--- src/verilog/cold_load_pkg.sv ---
// Constants for the cold load and inrush detector.
// Assumes a 200 MHz system clock and an AXI4-Lite register port.
package cold_load_pkg;
    localparam int CLK_HZ         = 200_000_000;
    localparam int WINDOW_MS      = 80;
    localparam int WINDOW_CYCLES  = CLK_HZ / 1000 * WINDOW_MS;
    localparam int MS_CYCLES      = CLK_HZ / 1000;
    localparam int CUR_W          = 16;
    localparam int PCT_W          = 8;
    localparam int TIME_W         = 16;
    // Register byte offsets
    localparam logic [7:0] OFS_CTRL    = 8'h00;
    localparam logic [7:0] OFS_IDLE    = 8'h04;
    localparam logic [7:0] OFS_PICKUP  = 8'h08;
    localparam logic [7:0] OFS_HOLD    = 8'h0C;
    localparam logic [7:0] OFS_HARM    = 8'h10;
    localparam logic [7:0] OFS_SCALE   = 8'h14;
    localparam logic [7:0] OFS_STATUS  = 8'h18;
    localparam logic [7:0] OFS_MAXCUR  = 8'h1C;
    localparam logic [7:0] OFS_IDLE_A  = 8'h20;
    localparam logic [7:0] OFS_PICK_A  = 8'h24;
    localparam logic [7:0] OFS_IRQ_ST  = 8'h28;
    localparam logic [7:0] OFS_IRQ_MSK = 8'h2C;
    // Reset values
    localparam logic [CUR_W-1:0]  RST_IDLE   = 16'h0010;
    localparam logic [CUR_W-1:0]  RST_PICKUP = 16'h0100;
    localparam logic [TIME_W-1:0] RST_HOLD   = 16'h03E8;
    localparam logic [PCT_W-1:0]  RST_HARM   = 8'h0F;
    localparam logic [15:0]       RST_SCALE  = 16'h0001;
    localparam logic [1:0]        RST_LOCK   = 2'b00;
    // Interrupt bit positions
    localparam int IRQ_CL_START = 0;
    localparam int IRQ_CL_TRIP  = 1;
    localparam int IRQ_IR_START = 2;
    localparam int IRQ_IR_TRIP  = 3;
    localparam int IRQ_W        = 4;
    // Detector status encoding
    typedef enum logic [1:0] {
        ST_INACTIVE = 2'b00,
        ST_START    = 2'b01,
        ST_TRIP     = 2'b10
    } det_status_t;
    typedef enum logic [1:0] {
        ARM_WAIT  = 2'b00,
        ARM_IDLE  = 2'b01,
        ARM_RISE  = 2'b10,
        ARM_SPENT = 2'b11
    } arm_state_t;
endpackage : cold_load_pkg
--- src/verilog/cold_load_inrush_detector.sv ---
// Cold load pick-up and inrush detector with AXI4-Lite settings.
// Assumes phase currents and harmonic ratios synchronous to CLK;
// HARM_VALID pulses once per full analysis cycle.
//
// Function
// - Arm after idle; start on pick-up within window
// - Hold until max time or current drops
// - Both detections drive output and blocking matrix
// - Inrush adds second harmonic over threshold
// - Zero threshold makes inrush equal cold load
// - Block on start before harmonic data ready
// - After first cycle keep only if harmonic
// - Supervise maximum of three phase currents
// - Status reads inactive, start or trip
// - Fixed 80 ms transition window
// - Settings: time, idle, pick-up, harmonic percent
// - Read-only primary scaled limits
// - Lingering over 80 ms gives no detection
//
// Design decisions made here: the placing of the registers and the AXI4-Lite slave port.
`timescale 1ns/1ps
module cold_load_inrush_detector
    import cold_load_pkg::*;
#(
    parameter int WIN_CYCLES = WINDOW_CYCLES,
    parameter int MSEC_CYCLES = MS_CYCLES
) (
    input  wire logic              CLK,
    input  wire logic              SYS_RST,
    input  wire logic [CUR_W-1:0]  PHASE1_CURRENT,
    input  wire logic [CUR_W-1:0]  PHASE2_CURRENT,
    input  wire logic [CUR_W-1:0]  PHASE3_CURRENT,
    input  wire logic [PCT_W-1:0]  PHASE1_HARM_PCT,
    input  wire logic [PCT_W-1:0]  PHASE2_HARM_PCT,
    input  wire logic [PCT_W-1:0]  PHASE3_HARM_PCT,
    input  wire logic              HARM_VALID,
    output logic                   COLD_LOAD_DETECT,
    output logic                   INRUSH_DETECT,
    output logic                   COLD_LOAD_OUT_MATRIX,
    output logic                   COLD_LOAD_BLOCK_MATRIX,
    output logic                   INRUSH_OUT_MATRIX,
    output logic                   INRUSH_BLOCK_MATRIX,
    output logic                   IRQ,
    input  wire logic [7:0]        S_AXI_AWADDR,
    input  wire logic              S_AXI_AWVALID,
    output logic                   S_AXI_AWREADY,
    input  wire logic [31:0]       S_AXI_WDATA,
    input  wire logic [3:0]        S_AXI_WSTRB,
    input  wire logic              S_AXI_WVALID,
    output logic                   S_AXI_WREADY,
    output logic [1:0]             S_AXI_BRESP,
    output logic                   S_AXI_BVALID,
    input  wire logic              S_AXI_BREADY,
    input  wire logic [7:0]        S_AXI_ARADDR,
    input  wire logic              S_AXI_ARVALID,
    output logic                   S_AXI_ARREADY,
    output logic [31:0]            S_AXI_RDATA,
    output logic [1:0]             S_AXI_RRESP,
    output logic                   S_AXI_RVALID,
    input  wire logic              S_AXI_RREADY
);
    // Settings and bus state
    logic [CUR_W-1:0]  idle_r, idle_nxt, pick_r, pick_nxt;
    logic [TIME_W-1:0] hold_r, hold_nxt;
    logic [PCT_W-1:0]  harm_r, harm_nxt;
    logic [15:0]       scale_r, scale_nxt;
    logic [1:0]        lock_r, lock_nxt;
    logic [IRQ_W-1:0]  ist_r, ist_nxt, imsk_r, imsk_nxt;
    logic              aw_r, aw_nxt, w_r, w_nxt, bv_r, bv_nxt;
    logic              rv_r, rv_nxt;
    logic [7:0]        awa_r, awa_nxt;
    logic [31:0]       wd_r, wd_nxt, rd_r, rd_nxt;
    logic [1:0]        br_r, br_nxt, rr_r, rr_nxt;
    // Detector state
    arm_state_t        arm_r, arm_nxt;
    logic [31:0]       win_r, win_nxt;
    logic [31:0]       ms_r, ms_nxt;
    logic [TIME_W-1:0] held_r, held_nxt;
    det_status_t       cl_r, cl_nxt, ir_r, ir_nxt;
    logic              harm_seen_r, harm_seen_nxt;
    logic [CUR_W-1:0]  imax;
    logic              all_idle, over_pick, harm_any, start_evt;
    logic [IRQ_W-1:0]  evt;
    // Supervised quantity is the largest phase
    always_comb begin
        imax = PHASE1_CURRENT;
        if (PHASE2_CURRENT > imax) imax = PHASE2_CURRENT;
        if (PHASE3_CURRENT > imax) imax = PHASE3_CURRENT;
    end
    assign all_idle  = (PHASE1_CURRENT < idle_r) && (PHASE2_CURRENT < idle_r)
                     && (PHASE3_CURRENT < idle_r);
    assign over_pick = imax > pick_r;
    // Each phase ratio compared on its own, then ORed
    assign harm_any = (PHASE1_HARM_PCT > harm_r) ||
                      (PHASE2_HARM_PCT > harm_r) ||
                      (PHASE3_HARM_PCT > harm_r);
    assign start_evt = (arm_r == ARM_RISE) && over_pick &&
                       (win_r < WIN_CYCLES);
    // Arming, transition window and hold timing
    always_comb begin
        arm_nxt = arm_r;
        win_nxt = win_r;
        ms_nxt = ms_r;
        held_nxt = held_r;
        cl_nxt = cl_r;
        ir_nxt = ir_r;
        harm_seen_nxt = harm_seen_r;
        case (arm_r)
            ARM_WAIT: if (all_idle) arm_nxt = ARM_IDLE;
            ARM_IDLE: if (!all_idle) begin
                arm_nxt = ARM_RISE;
                win_nxt = 32'd0;
            end
            ARM_RISE: begin
                if (all_idle) arm_nxt = ARM_IDLE;
                else if (start_evt) arm_nxt = ARM_SPENT;
                else if (win_r >= WIN_CYCLES) arm_nxt = ARM_SPENT;
                else win_nxt = win_r + 32'd1;
            end
            ARM_SPENT: if (all_idle) arm_nxt = ARM_IDLE;
            default: arm_nxt = ARM_WAIT;
        endcase
        if (start_evt) begin
            cl_nxt = ST_START;
            ir_nxt = ST_START;
            held_nxt = '0;
            ms_nxt = 32'd0;
            harm_seen_nxt = 1'b0;
        end else if (cl_r == ST_START) begin
            ms_nxt = (ms_r >= MSEC_CYCLES - 1) ? 32'd0 : ms_r + 32'd1;
            if (ms_r >= MSEC_CYCLES - 1) held_nxt = held_r + TIME_W'(1);
            if (!over_pick) begin
                cl_nxt = ST_INACTIVE;
                ir_nxt = ST_INACTIVE;
            end else if (held_r >= hold_r) begin
                cl_nxt = ST_TRIP;
                if (ir_r == ST_START) ir_nxt = ST_TRIP;
            end else if (HARM_VALID && !harm_seen_r) begin
                harm_seen_nxt = 1'b1;
                // Zero threshold makes inrush follow cold load
                if (!harm_any && harm_r != '0)
                    ir_nxt = ST_INACTIVE;
            end
        end else if (!over_pick) begin
            cl_nxt = ST_INACTIVE;
            ir_nxt = ST_INACTIVE;
        end
    end
    // Detector state registers
    always_ff @(posedge CLK or posedge SYS_RST) begin
        if (SYS_RST) begin
            arm_r <= ARM_WAIT;
            win_r <= '0;
            ms_r <= '0;
            held_r <= '0;
            cl_r <= ST_INACTIVE;
            ir_r <= ST_INACTIVE;
            harm_seen_r <= 1'b0;
        end else begin
            arm_r <= arm_nxt;
            win_r <= win_nxt;
            ms_r <= ms_nxt;
            held_r <= held_nxt;
            cl_r <= cl_nxt;
            ir_r <= ir_nxt;
            harm_seen_r <= harm_seen_nxt;
        end
    end
    // Detection outputs to both matrices
    assign COLD_LOAD_DETECT       = (cl_r == ST_START);
    assign INRUSH_DETECT          = (ir_r == ST_START);
    assign COLD_LOAD_OUT_MATRIX   = COLD_LOAD_DETECT;
    assign COLD_LOAD_BLOCK_MATRIX = COLD_LOAD_DETECT;
    assign INRUSH_OUT_MATRIX      = INRUSH_DETECT;
    assign INRUSH_BLOCK_MATRIX    = INRUSH_DETECT;
    // Status events for interrupts
    assign evt[IRQ_CL_START] = (cl_nxt == ST_START) && (cl_r != ST_START);
    assign evt[IRQ_CL_TRIP]  = (cl_nxt == ST_TRIP) && (cl_r != ST_TRIP);
    assign evt[IRQ_IR_START] = (ir_nxt == ST_START) && (ir_r != ST_START);
    assign evt[IRQ_IR_TRIP]  = (ir_nxt == ST_TRIP) && (ir_r != ST_TRIP);
    assign IRQ = |(ist_r & imsk_r);
    // AXI4-Lite slave: write path, read path, settings
    always_comb begin
        aw_nxt = aw_r;
        w_nxt = w_r;
        awa_nxt = awa_r;
        wd_nxt = wd_r;
        bv_nxt = bv_r;
        br_nxt = br_r;
        rv_nxt = rv_r;
        rd_nxt = rd_r;
        rr_nxt = rr_r;
        idle_nxt = idle_r;
        pick_nxt = pick_r;
        hold_nxt = hold_r;
        harm_nxt = harm_r;
        scale_nxt = scale_r;
        lock_nxt = lock_r;
        imsk_nxt = imsk_r;
        ist_nxt = ist_r;
        if (S_AXI_AWVALID && S_AXI_AWREADY) begin
            aw_nxt = 1'b1;
            awa_nxt = S_AXI_AWADDR;
        end
        if (S_AXI_WVALID && S_AXI_WREADY) begin
            w_nxt = 1'b1;
            wd_nxt = S_AXI_WDATA & {{8{S_AXI_WSTRB[3]}}, {8{S_AXI_WSTRB[2]}},
                                    {8{S_AXI_WSTRB[1]}}, {8{S_AXI_WSTRB[0]}}};
        end
        if (aw_r && w_r && !bv_r) begin
            aw_nxt = 1'b0;
            w_nxt = 1'b0;
            bv_nxt = 1'b1;
            br_nxt = 2'b00;
            // Protected settings need the unlock bit
            if (awa_r == OFS_CTRL) lock_nxt = wd_r[1:0];
            else if (awa_r == OFS_IRQ_MSK) imsk_nxt = wd_r[IRQ_W-1:0];
            else if (awa_r == OFS_IRQ_ST) ist_nxt = ist_r & ~wd_r[IRQ_W-1:0];
            else if (awa_r == OFS_IDLE && lock_r[0])
                idle_nxt = wd_r[CUR_W-1:0];
            else if (awa_r == OFS_PICKUP && lock_r[0])
                pick_nxt = wd_r[CUR_W-1:0];
            else if (awa_r == OFS_HOLD && lock_r[0])
                hold_nxt = wd_r[TIME_W-1:0];
            else if (awa_r == OFS_HARM && lock_r[0])
                harm_nxt = wd_r[PCT_W-1:0];
            else if (awa_r == OFS_SCALE && lock_r[0])
                scale_nxt = wd_r[15:0];
            else br_nxt = 2'b10;
        end
        // Set wins over clear
        ist_nxt = ist_nxt | evt;
        if (bv_r && S_AXI_BREADY) bv_nxt = 1'b0;
        if (S_AXI_ARVALID && S_AXI_ARREADY) begin
            rv_nxt = 1'b1;
            rr_nxt = 2'b00;
            rd_nxt = '0;
            if (S_AXI_ARADDR == OFS_CTRL) rd_nxt = {30'd0, lock_r};
            else if (S_AXI_ARADDR == OFS_IDLE) rd_nxt = {16'd0, idle_r};
            else if (S_AXI_ARADDR == OFS_PICKUP) rd_nxt = {16'd0, pick_r};
            else if (S_AXI_ARADDR == OFS_HOLD) rd_nxt = {16'd0, hold_r};
            else if (S_AXI_ARADDR == OFS_HARM) rd_nxt = {24'd0, harm_r};
            else if (S_AXI_ARADDR == OFS_SCALE) rd_nxt = {16'd0, scale_r};
            else if (S_AXI_ARADDR == OFS_STATUS)
                rd_nxt = {28'd0, ir_r, cl_r};
            else if (S_AXI_ARADDR == OFS_MAXCUR) rd_nxt = {16'd0, imax};
            else if (S_AXI_ARADDR == OFS_IDLE_A)
                rd_nxt = 32'(idle_r) * 32'(scale_r);
            else if (S_AXI_ARADDR == OFS_PICK_A)
                rd_nxt = 32'(pick_r) * 32'(scale_r);
            else if (S_AXI_ARADDR == OFS_IRQ_ST) rd_nxt = {28'd0, ist_r};
            else if (S_AXI_ARADDR == OFS_IRQ_MSK) rd_nxt = {28'd0, imsk_r};
            else rr_nxt = 2'b10;
        end else if (rv_r && S_AXI_RREADY) begin
            rv_nxt = 1'b0;
        end
    end
    // Ready from state, valid and data from registers
    assign S_AXI_AWREADY = !aw_r && !bv_r;
    assign S_AXI_WREADY  = !w_r && !bv_r;
    assign S_AXI_BVALID  = bv_r;
    assign S_AXI_BRESP   = br_r;
    assign S_AXI_ARREADY = !rv_r;
    assign S_AXI_RVALID  = rv_r;
    assign S_AXI_RDATA   = rd_r;
    assign S_AXI_RRESP   = rr_r;
    // Bus and settings registers
    always_ff @(posedge CLK or posedge SYS_RST) begin
        if (SYS_RST) begin
            aw_r <= 1'b0;
            w_r <= 1'b0;
            bv_r <= 1'b0;
            rv_r <= 1'b0;
            awa_r <= '0;
            wd_r <= '0;
            rd_r <= '0;
            br_r <= '0;
            rr_r <= '0;
            idle_r <= RST_IDLE;
            pick_r <= RST_PICKUP;
            hold_r <= RST_HOLD;
            harm_r <= RST_HARM;
            scale_r <= RST_SCALE;
            lock_r <= RST_LOCK;
            ist_r <= '0;
            imsk_r <= '0;
        end else begin
            aw_r <= aw_nxt;
            w_r <= w_nxt;
            bv_r <= bv_nxt;
            rv_r <= rv_nxt;
            awa_r <= awa_nxt;
            wd_r <= wd_nxt;
            rd_r <= rd_nxt;
            br_r <= br_nxt;
            rr_r <= rr_nxt;
            idle_r <= idle_nxt;
            pick_r <= pick_nxt;
            hold_r <= hold_nxt;
            harm_r <= harm_nxt;
            scale_r <= scale_nxt;
            lock_r <= lock_nxt;
            ist_r <= ist_nxt;
            imsk_r <= imsk_nxt;
        end
    end
    // Checks
    a_start_needs_arm: assert property (@(posedge CLK) disable iff (SYS_RST)
        $rose(COLD_LOAD_DETECT) |-> $past(arm_r) == ARM_RISE)
        else $error("cold load start without arming");
    a_drop_release: assert property (@(posedge CLK) disable iff (SYS_RST)
        (cl_r == ST_START && !over_pick && !start_evt) |=> !COLD_LOAD_DETECT)
        else $error("cold load held after current drop");
    a_matrix_follow: assert property (@(posedge CLK) disable iff (SYS_RST)
        INRUSH_BLOCK_MATRIX == INRUSH_DETECT &&
        COLD_LOAD_OUT_MATRIX == COLD_LOAD_DETECT)
        else $error("matrix output mismatch");
    a_inrush_early: assert property (@(posedge CLK) disable iff (SYS_RST)
        $rose(COLD_LOAD_DETECT) |-> INRUSH_DETECT)
        else $error("inrush not raised with cold load start");
    a_zero_thresh: assert property (@(posedge CLK) disable iff (SYS_RST)
        (harm_r == '0 && $past(harm_r) == '0 && $past(harm_r, 2) == '0)
        |-> INRUSH_DETECT == COLD_LOAD_DETECT)
        else $error("inrush differs at zero threshold");
    a_harm_release: assert property (@(posedge CLK) disable iff (SYS_RST)
        (cl_r == ST_START && over_pick && held_r < hold_r && !start_evt &&
         HARM_VALID && !harm_seen_r && !harm_any && harm_r != '0)
        |=> !INRUSH_DETECT)
        else $error("inrush kept without harmonic");
    a_window_limit: assert property (@(posedge CLK) disable iff (SYS_RST)
        $rose(COLD_LOAD_DETECT) |-> $past(win_r) < WIN_CYCLES)
        else $error("start after transition window");
    a_status_code: assert property (@(posedge CLK) disable iff (SYS_RST)
        cl_r != 2'b11 && ir_r != 2'b11)
        else $error("illegal status code");
endmodule : cold_load_inrush_detector

--- config.mk ---
export PLATFORM = sky130hd
export DESIGN_NAME = cold_load_inrush_detector
export DESIGN_NICKNAME = d
export VERILOG_FILES = /design/src/verilog/cold_load_pkg.sv /design/src/verilog/cold_load_inrush_detector.sv
export SDC_FILE = /design/constraint.sdc
export NUM_CORES = 2
export LEC_CHECK = 0
export ABC_CLOCK_PERIOD_IN_PS = 7100
export BUFFER_PORTS_ARGS = -buffer_cell sky130_fd_sc_hd__buf_4
export CAP_MARGIN = 30
export CORE_MARGIN = 2
export CORE_UTILIZATION = 30
export DETAILED_ROUTE_END_ITERATION = 12
export HOLD_SLACK_MARGIN = 0.05
export PLACE_DENSITY = 0.58
export SLEW_MARGIN = 20
export SYNTH_ARGS = -nofsm -noshare
export SYNTH_HDL_FRONTEND = slang
export SYNTH_SLANG_ARGS = --single-unit
--- constraint.sdc ---
create_clock -name CLK -period 7.1 [get_ports CLK]
set_clock_uncertainty 0.15 [all_clocks]
set_input_delay 0.71 -clock CLK [delete_from_list [all_inputs] [get_ports CLK]]
set_output_delay 0.71 -clock CLK [all_outputs]
set_load 0.01 [all_outputs]
Word level (Yosys, flattened, before mapping)
Cells that the tools add are included.
{"block": "classes", "n_lt_le_gt_ge": 13, "mul": 2, "reduce_logical": 58, "bitwise": 12, "n_eq_ne": 38, "n_addsub": 3, "mux": 81}
{"operator": "two-way mux 32 bit", "count": 17}
{"operator": "two-way mux 16 bit", "count": 5}
{"operator": "two-way mux 2 bit", "count": 38}
{"operator": "adder 32 x 1 -> 32 bit, second input constant", "count": 2}
{"operator": "multiplier 16 x 16 -> 32 bit", "count": 2}
{"operator": "one-hot mux 32 bit (2 select lines)", "count": 1}
{"operator": "== test 8 x 5 -> 1 bit, second input constant", "count": 6}
{"operator": "== test 8 x 6 -> 1 bit, second input constant", "count": 6}
{"operator": "greater-than comparator 16 bit", "count": 3}
{"operator": "less-than comparator 16 bit", "count": 3}
{"operator": "== test 8 x 4 -> 1 bit, second input constant", "count": 4}
{"operator": "greater-or-equal comparator 32 x 18 -> 1 bit, second input constant", "count": 1}
{"operator": "greater-or-equal comparator 32 x 24 -> 1 bit, second input constant", "count": 1}
{"operator": "less-than comparator 32 x 24 -> 1 bit, second input constant", "count": 1}
{"operator": "greater-than comparator 8 bit", "count": 3}
{"operator": "logical AND 1 bit", "count": 24}
{"operator": "two-way mux 4 bit", "count": 6}
{"operator": "nonzero test 2 bit", "count": 9}
{"operator": "adder 16 x 1 -> 16 bit, second input constant", "count": 1}
{"operator": "bitwise AND 16 bit", "count": 1}
{"operator": "== test 8 x 3 -> 1 bit, second input constant", "count": 2}
{"operator": "greater-or-equal comparator 16 bit", "count": 1}
{"operator": "logical NOT 8 bit", "count": 2}
{"operator": "inequality test 2 bit, second input constant", "count": 7}
{"operator": "24 further kinds", "count": 61}
{"block": "totals", "elab_cells": 231, "out_inout_bits": 48, "ff_bits": 233}

Depth between registers and ports, before layout
{"block": "depth", "depth_word": 14, "mapped_depth": 32}

Worst setup path after synthesis
Ideal clock, no wire load.
{"block": "synth_timing", "path_type": "input to register", "start": "input port PHASE1_CURRENT[1]", "end": "register win_r[15]", "path_slack_ns": 0.231, "stages": 32, "setup_time_ns": 0.078, "path_buffers": 5, "t_arrival_ns": 6.641, "cell_sequence": "inv_1 -> ha_1 -> nor2b_1 -> o21a_1 -> o211ai_1 -> a31o_1 -> a31o_2 -> buf_2 -> buf_2 -> mux2i_1 -> ha_1 -> a21o_1 -> a21o_1 -> a21oi_1 -> nor2_1 -> a211oi_2 -> a21o_1 -> buf_2 -> buf_1 -> nor2_1 -> a21oi_1 -> ha_1 -> a21o_1 -> a21oi_1 -> o21ai_0 -> a311oi_2 -> a21oi_1 -> o21bai_2 -> nand4b_1 -> clkbuf_1 -> or3_1 -> a21oi_1"}
{"block": "synth_via", "elab_chain_cells": 9, "word_cells_on_any_way": 14, "cone_classes": "order compare: 4; eq/ne: 3; mux: 2; reduce/logical: 5"}
{"item": "start, declared", "line": "cold_load_inrush_detector.sv:30", "source": "input wire logic [CUR_W-1:0] PHASE1_CURRENT,"}
{"item": "greater-than comparator 16 bit", "line": "cold_load_inrush_detector.sv:87", "source": "if (PHASE2_CURRENT > imax) imax = PHASE2_CURRENT;"}
{"item": "two-way mux 16 bit", "line": "cold_load_inrush_detector.sv:87"}
{"item": "greater-than comparator 16 bit", "line": "cold_load_inrush_detector.sv:88", "source": "if (PHASE3_CURRENT > imax) imax = PHASE3_CURRENT;"}
{"item": "two-way mux 16 bit", "line": "cold_load_inrush_detector.sv:88"}
{"item": "greater-than comparator 16 bit", "line": "cold_load_inrush_detector.sv:92", "source": "assign over_pick = imax > pick_r;"}
{"item": "logical AND 1 bit (2 in series)", "line": "cold_load_inrush_detector.sv:97", "source": "assign start_evt = (arm_r == ARM_RISE) && over_pick &&"}
{"item": "inequality test 2 bit (no source line)"}
{"item": "AND reduction 5 bit (no source line) (*)"}
{"item": "end signal, assigned", "line": "cold_load_inrush_detector.sv:161", "source": "win_r <= win_nxt;"}
{"item": "end, declared", "line": "cold_load_inrush_detector.sv:76", "source": "logic [31:0] win_r, win_nxt;"}
Mark *: on every way between the ends. The rest lies on a longest branch, timed or not.
A chain may end at the register's enable or synchronous reset.

Worst setup path after layout
{"block": "layout_timing", "start": "register pick_r[2]", "end": "register rd_r[28] (netlist: S_AXI_RDATA[28])"}
{"block": "layout_via", "elab_chain_cells": 11}
{"item": "start, declared", "line": "cold_load_inrush_detector.sv:63", "source": "logic [CUR_W-1:0] idle_r, idle_nxt, pick_r, pick_nxt;"}
{"item": "start signal, assigned", "line": "cold_load_inrush_detector.sv:298", "source": "pick_r <= pick_nxt;"}
{"item": "multiplier 16 x 16 -> 32 bit", "line": "cold_load_inrush_detector.sv:250", "source": "rd_nxt = 32'(pick_r) * 32'(scale_r);"}
{"item": "two-way mux 32 bit", "line": "cold_load_inrush_detector.sv:249", "source": "else if (S_AXI_ARADDR == OFS_PICK_A)"}
{"item": "two-way mux 32 bit", "line": "cold_load_inrush_detector.sv:247", "source": "else if (S_AXI_ARADDR == OFS_IDLE_A)"}
{"item": "two-way mux 32 bit", "line": "cold_load_inrush_detector.sv:246", "source": "else if (S_AXI_ARADDR == OFS_MAXCUR) rd_nxt = {16'd0, imax};"}
{"item": "two-way mux 32 bit", "line": "cold_load_inrush_detector.sv:244", "source": "else if (S_AXI_ARADDR == OFS_STATUS)"}
{"item": "two-way mux 32 bit", "line": "cold_load_inrush_detector.sv:243", "source": "else if (S_AXI_ARADDR == OFS_SCALE) rd_nxt = {16'd0, scale_r};"}
{"item": "two-way mux 32 bit", "line": "cold_load_inrush_detector.sv:242", "source": "else if (S_AXI_ARADDR == OFS_HARM) rd_nxt = {24'd0, harm_r};"}
{"item": "two-way mux 32 bit", "line": "cold_load_inrush_detector.sv:241", "source": "else if (S_AXI_ARADDR == OFS_HOLD) rd_nxt = {16'd0, hold_r};"}
{"item": "two-way mux 32 bit", "line": "cold_load_inrush_detector.sv:240", "source": "else if (S_AXI_ARADDR == OFS_PICKUP) rd_nxt = {16'd0, pick_r};"}
{"item": "two-way mux 32 bit", "line": "cold_load_inrush_detector.sv:239", "source": "else if (S_AXI_ARADDR == OFS_IDLE) rd_nxt = {16'd0, idle_r};"}
{"item": "two-way mux 32 bit", "line": "cold_load_inrush_detector.sv:238", "source": "if (S_AXI_ARADDR == OFS_CTRL) rd_nxt = {30'd0, lock_r};"}
{"item": "end signal, assigned", "line": "cold_load_inrush_detector.sv:294", "source": "rd_r <= rd_nxt;"}
{"item": "end, declared", "line": "cold_load_inrush_detector.sv:72", "source": "logic [31:0] wd_r, wd_nxt, rd_r, rd_nxt;"}
No other way between the ends.

==> implementation parameters <==
Parameter                              Value

Outcome
  Run status ... completed

Logic synthesis
  Count of unique library cells instantiated by Yosys ... 87
  Mapped Cells ... 3507
  Avg Inst Size Synth ... 8.86 sq um
  Number of enable flip-flop cells after synthesis ... 0
  Netlist Area Pre-Place ... 31100 sq um
  Flip-flop and latch count after synthesis ... 231
  Share of flip-flops with an asynchronous set or reset after synthesis ... 100%
  Post-synth top flop ... dfrtp_1
  Part of the Yosys area used for sequential elements ... 18.7%
  Synth warn ... 0

Clock tree
  Number of sinks on the clock net ... 231
  CTS root buf ... clkbuf_16
  H-tree levels ... 1
  Clock input transition at the sequential cells of the worst setup and hold paths ... 0.07 ns
  CTS Buf Count ... 27
  CTS max path bufs ... 3
  Clock tree from TritonCTS ... yes
  Clock insertion delay at the later pin of the skew report ... 0.60 ns

Layout
  Area Growth Syn to Fin ... 15.9%
  Highest-count cells in the layout ignoring fill and taps ... inv_1, nand2_1, fa_1
  Number of nets in the finished design ... 4594
  Layout cells sized above 1 ... 13.1%
  Most common cell after layout, fill and taps aside ... inv_1
  Number of antenna diodes ... 0

Timing
  Unrepaired setup endpoints after global routing ... yes
  Final-report hold violation count ... 0
  Worst Max-Slew Pin Slew ... 1.11 ns
  Final Critical Period ... 6.84 ns
  Hold slack final ... 0.147 ns
  Peak Freq ... 0.146 GHz
  Post-route worst setup slack ... 0.255 ns
  Final setup fails ... 0
  Worst rel slew slack ... 26.0%
  Portion of the clock cycle consumed by the worst path in the final layout ... 96.4%
  Total Neg Setup Slack ... 0 ns
  Slew Limit Fails ... 0

Floorplan
  Starting utilization of the core area ... 30.1%
  Die boundary width ... 326 um
  I/O pin count ... 180
  DIE HEIGHT ... 326 um
  Total die area ... 106000 sq um
  Core region area ... 103000 sq um
  Std cell rows ... 118

Critical path
  Critical-path top delay cell ... dfrtp_1
  Class of the most critical setup path ... reg -> reg
  Critical path endpoint category ... flop
  Buffers and inverters on the worst path ... 3
  CP max FO ... 8
  Largest incremental delay on the critical path ... 0.58 ns
  CP delay by family, top ... adder cells
  Kind of launch point of the worst setup path ... flop
  Data arrival time of the critical path ... 7.15 ns
  Sequence of cells on the critical path ... and2_1, fa_1, fa_1, fa_1, fa_1, fa_1, inv_1, fa_1, inv_1, ha_1, buf_4, a2111oi_0, o21ai_1, a32oi_1, o211ai_1, a21oi_2, nor2b_1, o211ai_1, o31ai_1, nand4b_1
  Required time of the worst setup path ... 7.40 ns
  Most frequent CP cell ... fa_1

Placement
  I/O Buffers ... 159
  Half-perimeter wire length after detailed placement ... 77700 um
  Pre-CTS setup slack ... 0.00511 ns
  Routability congestion estimate ... 0.951

Detailed routing
  First-pass iteration count of the detailed router ... 6
  Total detailed-routing wirelength ... 93400 um
  Total number of vias ... 25200
  Count of nets left with antenna violations after detail routing ... 0
  Vias/cell ... 4.92
  Wire length per cell after detailed routing ... 18.2 um
  Starting DRT DRC Count ... 1602
  Remaining design rule violation count ... 0

Global routing
  First-pass GRT wire length ... 150000 um
  Global Route met1 Usage ... 23.7%
  Busiest grt layer ... met2
  Global router's overall resource usage ... 17.8%
  Global-route met2 utilization ... 29.8%
  Largest net degree at the start of global routing ... 144
  Number of antenna violations at the first check in global routing ... 2
  Global route total overflow ... 0
  Fraction of met3 tracks used by global routing ... 2.50%
  Number of global-route vias before repair ... 26300

Power and ir drop
  Maximum resistive drop on vdd ... 0.144 mV
  Power Dens Cells ... 121 nW/um^2
  Pleak ... 17.9 nW

Worst hold path
  Type of the tightest min-delay check ... in -> reg

Flow run
  Total of max-cap violations ... 0
registers in the layout (all words and copies together), names as in the netlist, 2 cells and up:
signal       flops
ist_r            4
scale_r         16
lock_r           2
wd_r            16
cl_r             2
S_AXI_RDATA     32
idle_r          16
harm_r           8
held_r          16
win_r           32
awa_r            8
hold_r          16
ir_r             2
pick_r          16
arm_r            2
imsk_r           4
ms_r            32
layout make-up:
class / count / area, sq um
Inverter: 548 / 2060
Sequential cell: 231 / 5810
Multi-Input combinational cell: 2570 / 22600
Clock inverter: 17 / 246
Fill cell: 10700 / 67000
Timing Repair Buffer: 349 / 2780
Tap cell: 1380 / 1730
Clock buffer: 33 / 738
path summary, 6_finish.rpt:
path                         startpoint         endpoint  slack [ns]  depth (start not counted)
setup / recovery              pick_r[2]  S_AXI_RDATA[28]        0.26                         20
hold / removal             S_AXI_RREADY     S_AXI_RVALID        0.15                          2
setup reg to reg              pick_r[2]  S_AXI_RDATA[28]        0.26                         20
hold reg to reg               win_r[30]        win_r[30]        0.34                          1
max in group asynchronous       SYS_RST        pick_r[4]        5.12                          4
min in group asynchronous       SYS_RST         wd_r[12]        0.51                          3
synthesized netlist by cell type (all sizes together), types with 19 or more instances:
cell	number	area (sq um)
o21a	21	158
a21o	50	375
a211oi	19	160
nor2b	22	138
or3	20	125
mux2i	23	230
nand2b	24	150
ha	347	4340
and3	22	138
fa	388	7770
nand3	54	270
inv	548	2060
dfrtp	218	5460
nor3	30	155
nand4	37	238
and2	246	1540
xor2	54	473
nand2	478	1790
mux2	35	394
xnor2	26	228
o21ai	169	846
nor2	153	574
clkbuf	141	531
a21oi	127	639
routing by layer:
metal  wire length [um]  up-vias
li1                   -    11900
met1              41100    12500
met2              43700      684
met3               5460      159
met4               3230        0
met5                  0        -
kinds of logic after synthesis:
kind of cell             share of synthesized area (%)
AO/OA/AOI/OAI                                     11.7
XOR/XNOR                                          2.26
adder cells (fa/ha/maj)                           39.0
buffers and inverters                             8.64
flip-flops                                        18.7
multiplexers                                      2.01
other                                           0.0121
AND/OR/NAND/NOR                                   17.8
power breakdown:
part / total (mW) / switching (mW) / internal [mW]
combinational: 1.05 / 0.607 / 0.444
clock: 1.57 / 0.641 / 0.930
sequential: 1.73 / 0.268 / 1.46
total: 4.36 / 1.52 / 2.84
stage by stage:
step           util (%)  cell area (sq um)  cells  power (mW)
2_1_floorplan         -              31100   3508        2.30
3_3_place_gp       33.9              34900   5074        2.76
3_5_place_dp       33.9              34900   5076        2.80
4_1_cts            34.9              35900   5127        4.39
5_1_grt            34.9              36000   5128        4.58
6_report           34.9              36000   5128        4.36
repair_timing:
item,CTS,global route
resized for setup,2,23
hold endpoints to repair,13,0
buffers inserted,0,1
pin swaps,0,1
hold buffers,1,0
setup endpoints to repair,1,9
(Power assumes the default switching activity.)
